**config.mk**
```make
export PLATFORM = sky130hd
export DESIGN_NAME = hbss_supervisor
export DESIGN_NICKNAME = d
export VERILOG_FILES = /design/src/rtl/hbss_pkg.sv /design/src/rtl/hbss_supervisor.sv
export SDC_FILE = /design/constraint.sdc
export NUM_CORES = 1
export LEC_CHECK = 0
export BUFFER_PORTS_ARGS = -buffer_cell sky130_fd_sc_hd__buf_2
export CAP_MARGIN = 20
export CORE_MARGIN = 2
export CORE_UTILIZATION = 33
export DETAILED_ROUTE_END_ITERATION = 12
export PLACE_DENSITY_LB_ADDON = 0.25
export RECOVER_POWER = 100
export SLEW_MARGIN = 25
export SYNTH_ARGS = -nofsm -noshare
export SYNTH_HDL_FRONTEND = slang
export SYNTH_SLANG_ARGS = --single-unit
export TNS_END_PERCENT = 1
```
**constraint.sdc**
```tcl
create_clock -name clk_sys_i -period 4.5 [get_ports clk_sys_i]
set_input_delay 0.45 -clock clk_sys_i [delete_from_list [all_inputs] [get_ports clk_sys_i]]
set_output_delay 0.45 -clock clk_sys_i [all_outputs]
set_load 0.02 [all_outputs]
```
**src/rtl/hbss_pkg.sv**
```systemverilog
package hbss_pkg;
    // register offsets (byte addresses on the plain port)
    localparam logic [7:0] HBSS_REG_CTRL = 8'h00;
    localparam logic [7:0] HBSS_REG_INTERVAL = 8'h04;
    localparam logic [7:0] HBSS_REG_DELAY = 8'h08;
    localparam logic [7:0] HBSS_REG_RETRY = 8'h0c;
    localparam logic [7:0] HBSS_REG_STATUS = 8'h10;
    localparam logic [7:0] HBSS_REG_CMD = 8'h14;
    localparam logic [7:0] HBSS_REG_IDENT = 8'h18;

    // ctrl fields
    localparam int HBSS_CTRL_RT_EN = 0;
    localparam int HBSS_CTRL_CALLOUT_EN = 1;
    localparam int HBSS_CTRL_MIRROR_EN = 2;
    // cmd fields (write one to act)
    localparam int HBSS_CMD_POWER_ON = 0;
    localparam int HBSS_CMD_OS_START = 1;
    localparam int HBSS_CMD_CLR_CALL = 2;

    // reset values and range limits
    localparam logic [7:0] HBSS_INTERVAL_RST = 8'h05;
    localparam logic [7:0] HBSS_DELAY_RST = 8'h01;
    localparam logic [7:0] HBSS_RETRY_RST = 8'h03;
    localparam logic [7:0] HBSS_INTERVAL_MIN = 8'h02;
    localparam logic [7:0] HBSS_INTERVAL_MAX = 8'hff;
    localparam logic [7:0] HBSS_DELAY_MAX = 8'hff;

    // timing
    localparam int HBSS_CLK_HZ = 10000000;
    localparam int HBSS_MINUTE_S = 60;
    localparam longint HBSS_MINUTE_CYCLES =
        longint'(HBSS_CLK_HZ) * HBSS_MINUTE_S;
    localparam logic [7:0] HBSS_BOOT_TIMEOUT_MIN = 8'h07;
    localparam int HBSS_PWR_OFF_MIN_CYCLES = 16;

    // error codes
    localparam logic [7:0] HBSS_ERR_NONE = 8'h00;
    localparam logic [7:0] HBSS_ERR_BOOT_RETRY = 8'h01;
    localparam logic [7:0] HBSS_ERR_BOOT_SURV = 8'h02;
    localparam logic [7:0] HBSS_ERR_OS_SURV = 8'h03;

    // prompt characters
    localparam logic [7:0] HBSS_CHAR_ONE = 8'h31;
    localparam logic [7:0] HBSS_CHAR_TWO = 8'h32;

    typedef enum logic [4:0] {
        HBSS_STANDBY = 5'b00001,
        HBSS_BRINGUP = 5'b00010,
        HBSS_PWRCYC = 5'b00100,
        HBSS_DELAY = 5'b01000,
        HBSS_RUN = 5'b10000
    } hbss_state_t;
endpackage

```
**src/rtl/hbss_supervisor.sv**
```systemverilog
// The strobed register port and the address map are this design's own decisions.
`timescale 1ns/1ps
// How it works
// - stay in standby until a power-on request arrives
// - at bring-up, two consecutive failed boots post error and call out
// - boot heartbeat watch always runs at power-on, no switch for it
// - no boot heartbeat for seven minutes cycles system power
// - beyond max retries: stop cycling, stay powered, log error, menus on
// - repeated boot failure with call-out: call request and panel code
// - on boot failure report carries last boot progress status
// - run-time watch only with driver present and run-time enable set
// - run-time timeout calls out at once, no reboot attempts
// - interval accepts 2 to 255 minutes, others rejected
// - delay accepts 0 to 255 minutes
// - interval and delay writes refused while run-time enable is clear
// - mirroring on sends output to both serial ports
// - mirroring cleared when ports go back to host firmware
// - prompt names the serial port carrying the session
// - interval is longest wait in minutes for a heartbeat
// - delay holds off timeouts from os start to first heartbeat
// - run-time failure keeps power on, standby, shows failure code
module hbss_supervisor
    import hbss_pkg::*;
#(
    parameter longint MINUTE_CYCLES = HBSS_MINUTE_CYCLES
)
(
    input wire logic clk_sys_i,
    input wire logic sys_rst_i,
    input wire logic [7:0] addr_i,
    input wire logic [31:0] wdata_i,
    input wire logic wr_i,
    input wire logic rd_i,
    output logic [31:0] rdata_o,
    input wire logic heartbeat_i,
    input wire logic driver_present_i,
    input wire logic [15:0] boot_progress_i,
    input wire logic session_port2_i,
    input wire logic ports_to_host_i,
    input wire logic [7:0] con_data_i,
    input wire logic con_valid_i,
    output logic [7:0] port1_data_o,
    output logic port1_valid_o,
    output logic [7:0] port2_data_o,
    output logic port2_valid_o,
    output logic [7:0] prompt_char_o,
    output logic sys_power_o,
    output logic call_req_o,
    output logic menus_avail_o,
    output logic [7:0] panel_code_o,
    output logic [15:0] report_status_o
);
    localparam logic [31:0] IDENT_VALUE = 32'h0000a5c3; // arbitrary value
    hbss_state_t state;
    logic [31:0] tick_cnt;
    logic tick;
    logic [7:0] min_left;
    logic [7:0] pwr_cnt;
    logic rt_en;
    logic callout_en;
    logic mirror_en;
    logic [7:0] interval;
    logic [7:0] delay_min;
    logic [7:0] max_retry;
    logic [7:0] fail_cnt;
    logic [7:0] err_code;
    logic wr_ok_rej;
    logic power_cmd;
    logic os_start_cmd;
    logic clr_call_cmd;
    logic boot_timeout;
    logic rt_timeout;
    logic rt_active;
    logic tmr_restart;
    function automatic logic is_wr(input logic [7:0] off);
        is_wr = wr_i && (addr_i == off);
    endfunction

    assign power_cmd = is_wr(HBSS_REG_CMD) && wdata_i[HBSS_CMD_POWER_ON];
    assign os_start_cmd = is_wr(HBSS_REG_CMD) && wdata_i[HBSS_CMD_OS_START];
    assign clr_call_cmd = is_wr(HBSS_REG_CMD) && wdata_i[HBSS_CMD_CLR_CALL];
    assign rt_active = rt_en && driver_present_i;
    assign boot_timeout = (state == HBSS_BRINGUP) && tick
        && (min_left == 8'h01) && !heartbeat_i;
    // delay phase never times out, only the run phase does
    assign rt_timeout = (state == HBSS_RUN) && rt_active && tick
        && (min_left == 8'h01) && !heartbeat_i;
    assign tmr_restart = heartbeat_i || state == HBSS_STANDBY
        || state == HBSS_PWRCYC || (os_start_cmd && state == HBSS_BRINGUP);

    // minute time base; restarts at each beat or timer load except the delay-expiry load into run, whose first minute runs short
    always_ff @(posedge clk_sys_i or posedge sys_rst_i)
    begin
        if (sys_rst_i)
        begin
            tick_cnt <= 32'h0;
            tick <= 1'b0;
        end
        else if (tmr_restart || (tick_cnt == 32'(MINUTE_CYCLES - 1)))
        begin
            tick_cnt <= 32'h0;
            tick <= !tmr_restart;
        end
        else
        begin
            tick_cnt <= tick_cnt + 32'h1;
            tick <= 1'b0;
        end
    end

    // configuration registers
    always_ff @(posedge clk_sys_i or posedge sys_rst_i)
    begin
        if (sys_rst_i)
        begin
            rt_en <= 1'b1;
            callout_en <= 1'b0;
            mirror_en <= 1'b0;
            interval <= HBSS_INTERVAL_RST;
            delay_min <= HBSS_DELAY_RST;
            max_retry <= HBSS_RETRY_RST;
            wr_ok_rej <= 1'b0;
        end
        else
        begin
            if (is_wr(HBSS_REG_CTRL))
            begin
                rt_en <= wdata_i[HBSS_CTRL_RT_EN];
                callout_en <= wdata_i[HBSS_CTRL_CALLOUT_EN];
                mirror_en <= wdata_i[HBSS_CTRL_MIRROR_EN];
            end
            if (ports_to_host_i)
                mirror_en <= 1'b0;
            if (is_wr(HBSS_REG_INTERVAL))
            begin
                if (rt_en && wdata_i[7:0] >= HBSS_INTERVAL_MIN
                    && wdata_i[7:0] <= HBSS_INTERVAL_MAX
                    && wdata_i[31:8] == 24'h0)
                begin
                    interval <= wdata_i[7:0];
                    wr_ok_rej <= 1'b0;
                end
                else
                    wr_ok_rej <= 1'b1;
            end
            if (is_wr(HBSS_REG_DELAY))
            begin
                if (rt_en && wdata_i[31:8] == 24'h0)
                begin
                    delay_min <= wdata_i[7:0];
                    wr_ok_rej <= 1'b0;
                end
                else
                    wr_ok_rej <= 1'b1;
            end
            if (is_wr(HBSS_REG_RETRY))
                max_retry <= wdata_i[7:0];
        end
    end

    // phase machine
    always_ff @(posedge clk_sys_i or posedge sys_rst_i)
    begin
        if (sys_rst_i)
        begin
            state <= HBSS_STANDBY;
            min_left <= 8'h0;
            pwr_cnt <= 8'h0;
            fail_cnt <= 8'h0;
            sys_power_o <= 1'b0;
            menus_avail_o <= 1'b1;
        end
        else
        begin
            unique case (state)
                HBSS_STANDBY:
                begin
                    menus_avail_o <= 1'b1;
                    if (power_cmd)
                    begin
                        state <= HBSS_BRINGUP;
                        sys_power_o <= 1'b1;
                        menus_avail_o <= 1'b0;
                        fail_cnt <= 8'h0;
                        min_left <= HBSS_BOOT_TIMEOUT_MIN;
                    end
                end
                HBSS_BRINGUP:
                begin
                    if (heartbeat_i)
                        min_left <= HBSS_BOOT_TIMEOUT_MIN;
                    else if (tick)
                        min_left <= min_left - 8'h1;
                    if (os_start_cmd)
                    begin
                        state <= HBSS_DELAY;
                        fail_cnt <= 8'h0;
                        min_left <= delay_min;
                    end
                    else if (boot_timeout)
                    begin
                        if (fail_cnt >= max_retry)
                        begin
                            state <= HBSS_STANDBY;
                            menus_avail_o <= 1'b1;
                        end
                        else
                        begin
                            state <= HBSS_PWRCYC;
                            sys_power_o <= 1'b0;
                            pwr_cnt <= 8'(HBSS_PWR_OFF_MIN_CYCLES);
                            fail_cnt <= fail_cnt + 8'h1;
                        end
                    end
                end
                HBSS_PWRCYC:
                begin
                    pwr_cnt <= pwr_cnt - 8'h1;
                    if (pwr_cnt == 8'h1)
                    begin
                        state <= HBSS_BRINGUP;
                        sys_power_o <= 1'b1;
                        min_left <= HBSS_BOOT_TIMEOUT_MIN;
                    end
                end
                HBSS_DELAY:
                begin
                    if (heartbeat_i || min_left == 8'h0)
                    begin
                        state <= HBSS_RUN;
                        min_left <= interval;
                    end
                    else if (tick)
                        min_left <= min_left - 8'h1;
                end
                HBSS_RUN:
                begin
                    if (heartbeat_i)
                        min_left <= interval;
                    else if (rt_timeout)
                        state <= HBSS_STANDBY;
                    else if (tick && rt_active)
                        min_left <= min_left - 8'h1;
                end
                default:
                    state <= HBSS_STANDBY;
            endcase
        end
    end

    // error code, call request and report
    always_ff @(posedge clk_sys_i or posedge sys_rst_i)
    begin
        if (sys_rst_i)
        begin
            err_code <= HBSS_ERR_NONE;
            call_req_o <= 1'b0;
            report_status_o <= 16'h0;
        end
        else
        begin
            if (clr_call_cmd)
                call_req_o <= 1'b0;
            if (state == HBSS_STANDBY && power_cmd)
                err_code <= HBSS_ERR_NONE;
            if (boot_timeout)
            begin
                report_status_o <= boot_progress_i;
                if (fail_cnt >= max_retry)
                begin
                    err_code <= HBSS_ERR_BOOT_SURV;
                    call_req_o <= callout_en || call_req_o && !clr_call_cmd;
                end
                else if (fail_cnt >= 8'h1)
                begin
                    err_code <= HBSS_ERR_BOOT_RETRY;
                    call_req_o <= callout_en || call_req_o && !clr_call_cmd;
                end
            end
            if (rt_timeout)
            begin
                err_code <= HBSS_ERR_OS_SURV;
                call_req_o <= callout_en
                    || call_req_o && !clr_call_cmd;
            end
        end
    end

    // console paths
    always_ff @(posedge clk_sys_i or posedge sys_rst_i)
    begin
        if (sys_rst_i)
        begin
            port1_data_o <= 8'h0;
            port1_valid_o <= 1'b0;
            port2_data_o <= 8'h0;
            port2_valid_o <= 1'b0;
            prompt_char_o <= HBSS_CHAR_ONE;
            panel_code_o <= HBSS_ERR_NONE;
        end
        else
        begin
            port1_data_o <= con_data_i;
            port2_data_o <= con_data_i;
            port1_valid_o <= con_valid_i
                && (mirror_en || !session_port2_i);
            port2_valid_o <= con_valid_i
                && (mirror_en || session_port2_i);
            prompt_char_o <= session_port2_i ? HBSS_CHAR_TWO
                : HBSS_CHAR_ONE;
            panel_code_o <= err_code;
        end
    end

    // register reads
    always_ff @(posedge clk_sys_i or posedge sys_rst_i)
    begin
        if (sys_rst_i)
            rdata_o <= 32'h0;
        else if (rd_i)
        begin
            unique case (addr_i)
                HBSS_REG_CTRL:
                    rdata_o <= {29'h0, mirror_en, callout_en, rt_en};
                HBSS_REG_INTERVAL: rdata_o <= {24'h0, interval};
                HBSS_REG_DELAY: rdata_o <= {24'h0, delay_min};
                HBSS_REG_RETRY: rdata_o <= {24'h0, max_retry};
                HBSS_REG_STATUS:
                    rdata_o <= {wr_ok_rej, 6'h0, rt_active, fail_cnt,
                        err_code, 3'h0, state};
                HBSS_REG_IDENT: rdata_o <= IDENT_VALUE;
                default: rdata_o <= 32'h0;
            endcase
        end
        else
            rdata_o <= 32'h0;
    end
endmodule

```
## Yosys cells after proc, flatten, opt, wreduce, memory -nomap -nowiden

Cells that the tools add are included.
Widths: inputs -> output; s select.

| storage, ports and cells | value |
|---|---|
| output and inout port bits | 85 |
| bits in registers | 172 |
| input bits | 73 |

| operators by class | value |
|---|---|
| add/subtract/negate cells | 4 |
| mux-type cells | 60 |
| reduce and logical (&&, ||, !) cells | 55 |
| equal/unequal tests | 27 |
| $lt $le $gt $ge | 4 |

Operator list:

| kind | count |
|---|---|
| $pmux 32 s6 | 1 |
| $mux 8 | 21 |
| $mux 32 | 2 |
| $pmux 8 s5 | 1 |
| $mux 5 | 7 |
| $add 32x1->32 const B | 1 |
| $eq 32x30->1 const B | 1 |
| $pmux 8 s2 | 2 |
| $logic_and 1x1->1 | 26 |
| $pmux 5 s5 | 1 |
| $eq 8x5->1 const B | 3 |
| $logic_not 24->1 | 1 |
| $mux 1 | 21 |
| $eq 8x1->1 const B | 2 |
| $eq 8x4->1 const B | 2 |
| $logic_not 8->1 | 2 |
| $sub 8x1->8 const B | 2 |
| $ne 2x2->1 const B | 7 |
| $reduce_and 4->1 | 3 |
| $reduce_and 6->1 | 2 |
| $ne 3x3->1 const B | 3 |
| $add 8x1->8 const B | 1 |
| $eq 8x3->1 const B | 1 |
| $ge 8x1->1 const B | 1 |
| 21 further kinds | 36 |

## Longest topological paths before layout

| depth | value |
|---|---|
| depth in word-level cells | 10 |
| mapped depth | 9 |
| gate-level depth less buffers | 8 |

## Least setup slack after synthesis

OpenSTA, ideal clock, no wires.

| timing | value |
|---|---|
| path type | register to register |
| start | register min_left[0] |
| end | register min_left[0] |
| library setup time | 0.099 ns |
| arrival | 2.161 ns |
| slack | 2.240 ns |
| stages on the path, launching flop included | 9 |
| data required time | 4.401 ns |
| cell sequence | dfrtp_1 > inv_1 > ha_1 > nor3b_1 > a41oi_1 > a21oi_2 > a221oi_1 > and3_1 > a311oi_1 |

| on the way | value |
|---|---|
| word-level cells in the longest chain between the ends | 5 |

Ends and longest elaborated chain:

| element | line | RTL |
|---|---|---|
| start: declaration | hbss_supervisor.sv:57 | `logic [7:0] min_left;` |
| start signal: assignment | hbss_supervisor.sv:193 | `min_left <= min_left - 8'h1;` |
| start signal: assignment | hbss_supervisor.sv:198 | `min_left <= delay_min;` |
| start signal: assignment | hbss_supervisor.sv:231 | `min_left <= interval;` |
| $sub 8x1->8 / $eq 8x1->1 (equally long branches) | -- |  |
| $mux 8, or another cell as far along | hbss_supervisor.sv:242 | `else if (tick && rt_active)` |
| $mux 8, or another cell as far along | hbss_supervisor.sv:240 | `else if (rt_timeout)` |
| $mux 8, or another cell as far along | hbss_supervisor.sv:238 | `if (heartbeat_i)` |
| $pmux 8 s5 / $reduce_and 5->1 (equally long branches) | -- |  |

Parallel ways exist; a longest one is shown, timed or not. The select of a mux whose other input is x is not followed.
A chain may end at the register's enable or synchronous reset.

## Worst setup path in the final report

| timing | value |
|---|---|
| start | register state[3] |
| end | register fail_cnt[6] |

| on the way | value |
|---|---|
| word-level cells in the longest chain between the ends | 6 |

Ends and longest elaborated chain:

| element | line | RTL |
|---|---|---|
| start: declaration | hbss_supervisor.sv:54 | `hbss_state_t state;` |
| start signal: assignment | hbss_supervisor.sv:166 | `state <= HBSS_STANDBY;` |
| start signal: assignment | hbss_supervisor.sv:181 | `state <= HBSS_BRINGUP;` |
| start signal: assignment | hbss_supervisor.sv:196 | `state <= HBSS_DELAY;` |
| $eq 5x2->1 | hbss_supervisor.sv:83, hbss_supervisor.sv:175 |  |
| $logic_and 1x1->1 | hbss_supervisor.sv:83 | `assign boot_timeout = (state == HBSS_BRINGUP) && tick` |
| $logic_and 1x1->1 (2 in a row) | hbss_supervisor.sv:84 | `&& (min_left == 8'h01) && !heartbeat_i;` |
| $ne 3x3->1 (no line) | -- |  |
| $reduce_and 4->1 (no line) | -- |  |
| end signal: assignment | hbss_supervisor.sv:212 | `fail_cnt <= fail_cnt + 8'h1;` |
| end: declaration | hbss_supervisor.sv:65 | `logic [7:0] fail_cnt;` |

Parallel ways exist; a longest one is shown, timed or not.

==> implementation parameters <==
Parameter                              Value

Route
  Vias ... 6,151
  Detailed-route wire length ... 19,500 um
  DRC violations left ... 0
  Average wire per standard cell ... 16.1 um
  First drt pass iteration count ... 5
  Post-detailed-route via-to-cell ratio ... 5.06
  Routed Antenna Nets ... 0
  Starting DRC count in detailed routing ... 501

STA
  Setup violators final ... 0
  Number of hold violations in the final report ... 0
  Clock Skews ... 0.0136 ns
  Worst-Margin Slew ... 2.17 ns
  Final worst path period share ... 0.683
  Final Critical Period ... 3.07 ns
  Setup TNS Final ... 0 ns
  Max-slew headroom ... -0.446
  Maximum operating frequency ... 325 MHz
  Unrepaired setup endpoints after global routing ... no
  Worst Slack Setup Final ... 1.43 ns
  Final-report max-slew violation count ... 88

Logic synthesis
  Most frequently used cell type in the post-synthesis netlist ... sky130_fd_sc_hd__dfrtp_1
  Share of synthesized cell area in full adder, half adder and majority cells ... 0.0254
  Most common library cells after synthesis ... 154 x sky130_fd_sc_hd__dfrtp_1, 70 x sky130_fd_sc_hd__nor2_1, 56 x sky130_fd_sc_hd__nand2_1, 42 x sky130_fd_sc_hd__mux2_2, 32 x sky130_fd_sc_hd__nand3_1
  Async S/R FF share, synth ... 1.00
  Compound-cell area share of the yosys netlist ... 0.112
  Number of enable-type register cells in the synthesized netlist ... 0
  Mean Syn Cell Area ... 10.4 sq um
  Post-synthesis xor/xnor area fraction ... 0.0378
  Yosys warns ... 0
  Synth cell types ... 65
  Largest family of logic cells by synthesized area ... simple AND/OR/NAND/NOR gates
  Portion of netlist area occupied by mux cells ... 0.0613
  Proportion of synthesized chip area in sequential cells ... 0.519
  Number of synthesized register bits ... 163
  Top-area cell type share of the netlist area ... 0.489
  Area leader, netlist ... sky130_fd_sc_hd__dfrtp_1
  Most area-consuming cells after synthesis ... sky130_fd_sc_hd__dfrtp_1 49%, sky130_fd_sc_hd__mux2_2 6.0%, sky130_fd_sc_hd__nor2_1 3.3%
  Post-Synth Simple-Gate Area ... 0.193
  Post-synthesis cell area ... 0.00788 sq mm
  Most instantiated flip-flop cell in the synthesis netlist ... sky130_fd_sc_hd__dfrtp_1
  Gate Count Post-Synth ... 754

Cells and area
  Largest register by flop count ... tick_cnt
  Final Instance Count excl. Fillers ... 1,216
  Area of the multi-input gates ... 0.00342 sq mm
  Share of cells above drive strength 1 ... 0.179
  Largest regs ... tick_cnt (32), rdata_o (26), report_status_o (16)
  Layout fillers ... 2,306
  Flip-flop count of the largest register after layout ... 32
  FF+latch area ... 0.00409 sq mm
  Diodes inserted ... 0
  Count of nets after finishing ... 973
  Syn-to-layout area delta ... 17.5%

Power
  Leak pwr ... 4.14 nW
  Max VDD drop ... 0.239 mV
  Total power divided by cell area ... 375 mW/mm^2
  Total power ... 3.47 mW

Setup path
  Setup slack of the most critical reg-to-reg path ... 1.43 ns
  Max FO, Critical Path ... 17
  Critical Path Source Type ... register
  Required time worst endpoint ... 4.87 ns
  Type of the worst setup path ... register to register
  Count of cells along the worst register-to-register path ... 6
  Worst r2r dst ... fail_cnt[6]
  Arrival time at the worst endpoint ... 3.44 ns
  Type of element capturing the critical path ... register
  Startpoint of the worst-slack reg-to-reg timing path ... state[3]

Global route
  Maximum number of pins on one net before global-route repair ... 88
  First-pass GRT wire length ... 31,600 um
  Initial antenna violation count ... 0
  Total global-route track usage ... 0.162
  Vias in the first global route ... 5,675
  Sum of overflow across all layers after global routing ... 0

Clock network
  CTS tree ... done
  Maximum level of the CTS H-tree ... 4
  Bufs on Longest Clock Path ... 2
  Number of clock sinks seen by CTS ... 163
  Clock latency of the later-clocked register in the worst-skew pair ... 0.43 ns
  Num CTS Buffers ... 17
  Post-cts gate resize count ... 0
  Cell at the root of the clock tree ... sky130_fd_sc_hd__clkbuf_16
  Clock slew at the register clock pins of the worst setup and hold paths ... 0.07 ns

Placed design
  Final weighted congestion of routability-driven global placement ... 0.894
  Inst Count DP ... 1,182
  Pre-CTS setup slack ... 1.65 ns
  Count of buffers from port buffering ... 145
  DP HPWL ... 13,800 um

Hold path
  Worst Hold Launch ... con_data_i[0]
  Hold EP ... port2_data_o[0]
  Worst hold path type ... input pin to register
  Cell count of the worst hold path ... 1

Die
  Floorplan Core Area ... 0.0235 sq mm
  Number of top-level pins ... 158
  Initial Util ... 0.336
  Chip Height ... 159 um
  Die footprint ... 0.0251 sq mm
  Site Rows ... 56
  Chip width ... 159 um

Status
  Failing checks ... capacitance limit, slew limit
  Outcome ... finished with violations

Flow run
  Max-cap violation count ... 1
## cells in the final DEF, fill, tap and decap left out, types with 5 or more instances in the layout
cell | netlist | routed
sky130_fd_sc_hd__a211oi_1 | 6 | 6
sky130_fd_sc_hd__a21oi_1 | 28 | 29
sky130_fd_sc_hd__a22o_1 | 6 | 6
sky130_fd_sc_hd__a22oi_1 | 11 | 11
sky130_fd_sc_hd__a31oi_1 | 14 | 14
sky130_fd_sc_hd__and2_0 | 0 | 11
sky130_fd_sc_hd__and2_1 | 16 | 5
sky130_fd_sc_hd__and3_1 | 27 | 27
sky130_fd_sc_hd__buf_2 | 12 | 69
sky130_fd_sc_hd__clkbuf_1 | 16 | 79
sky130_fd_sc_hd__clkbuf_16 | 0 | 17
sky130_fd_sc_hd__conb_1 | 2 | 12
sky130_fd_sc_hd__dfrtp_1 | 154 | 154
sky130_fd_sc_hd__dfstp_2 | 9 | 8
sky130_fd_sc_hd__ha_1 | 16 | 16
sky130_fd_sc_hd__inv_1 | 28 | 27
sky130_fd_sc_hd__mux2_2 | 42 | 42
sky130_fd_sc_hd__nand2_1 | 56 | 57
sky130_fd_sc_hd__nand2b_1 | 6 | 6
sky130_fd_sc_hd__nand3_1 | 32 | 32
sky130_fd_sc_hd__nand4_1 | 16 | 16
sky130_fd_sc_hd__nor2_1 | 70 | 70
sky130_fd_sc_hd__nor3_1 | 13 | 13
sky130_fd_sc_hd__nor4_1 | 16 | 16
sky130_fd_sc_hd__nor4b_1 | 7 | 7
sky130_fd_sc_hd__o211ai_1 | 7 | 7
sky130_fd_sc_hd__o21ai_0 | 12 | 13
sky130_fd_sc_hd__o22ai_1 | 5 | 5
sky130_fd_sc_hd__or4_1 | 7 | 7
sky130_fd_sc_hd__xnor2_1 | 13 | 13
sky130_fd_sc_hd__xor2_1 | 21 | 21
## timing repair
action,in CTS,in global routing
buffers inserted,0,0
hold buffers,1,0
hold endpoints to repair,5,0
## stage by stage
stage                util  hold slack (ns)  cell area [sq um]
floorplan               -            0.359               7920
global placement    0.375            0.375               8800
detailed placement  0.375            0.371               8800
CTS                 0.400            0.111               9380
global route        0.394            0.106               9260
finish              0.394            0.128               9260
## how the worst max path moves through the flow
stage | start | endpoint
2_1_floorplan | sys_rst_i | call_req_o
3_3_place_gp | addr_i[5] | tick_cnt[4]
3_5_place_dp | addr_i[5] | tick_cnt[25]
4_1_cts | tick_cnt[0] | tick_cnt[23]
5_1_grt | sys_rst_i | max_retry[6]
6_report | state[3] | fail_cnt[6]
## report_power, final
part           switching (mW)  total (mW)  internal (mW)
combinational           0.342       0.509          0.166
sequential             0.0593        1.57           1.51
clock                   0.652        1.39          0.735
total                    1.05        3.47           2.41
## cells by family (layout without fill, tap and decap cells)
kind of cell | after synthesis | in the layout
muxes | 43 | 43
and+or+nand+nor | 289 | 289
other | 2 | 12
buffers and inverters | 79 | 212
xor gates and xnor gates | 34 | 34
AOI/OAI and AO/OA | 128 | 128
DFF | 163 | 163
adders and majority gates | 16 | 16
## critical path: stages (launching register included)
cell                      delay (ns)
sky130_fd_sc_hd__dfrtp_1        0.49
sky130_fd_sc_hd__nor3_1         0.31
sky130_fd_sc_hd__and2_0         0.38
sky130_fd_sc_hd__nand2_1        0.56
sky130_fd_sc_hd__a211o_1        0.63
sky130_fd_sc_hd__or4_1          0.54
sky130_fd_sc_hd__nand3_1        0.09
## final cells by class
type,instances,area share
flip-flops and latches,163,0.442
repair buffers,152,0.0727
inverters,28,0.0115
well taps,319,0.0431
clock inverters,14,0.0153
clock buffers,18,0.0464
multi-input cells,522,0.369
## per-layer routing
layer,part of all wire,vias up,GRT usage
li1,-,2944,-
met1,0.48,2999,0.232
met2,0.45,180,0.241
met3,0.052,28,0.0310
met4,0.019,0,0.0635
met5,0,-,0
(Power assumes the default switching activity.)
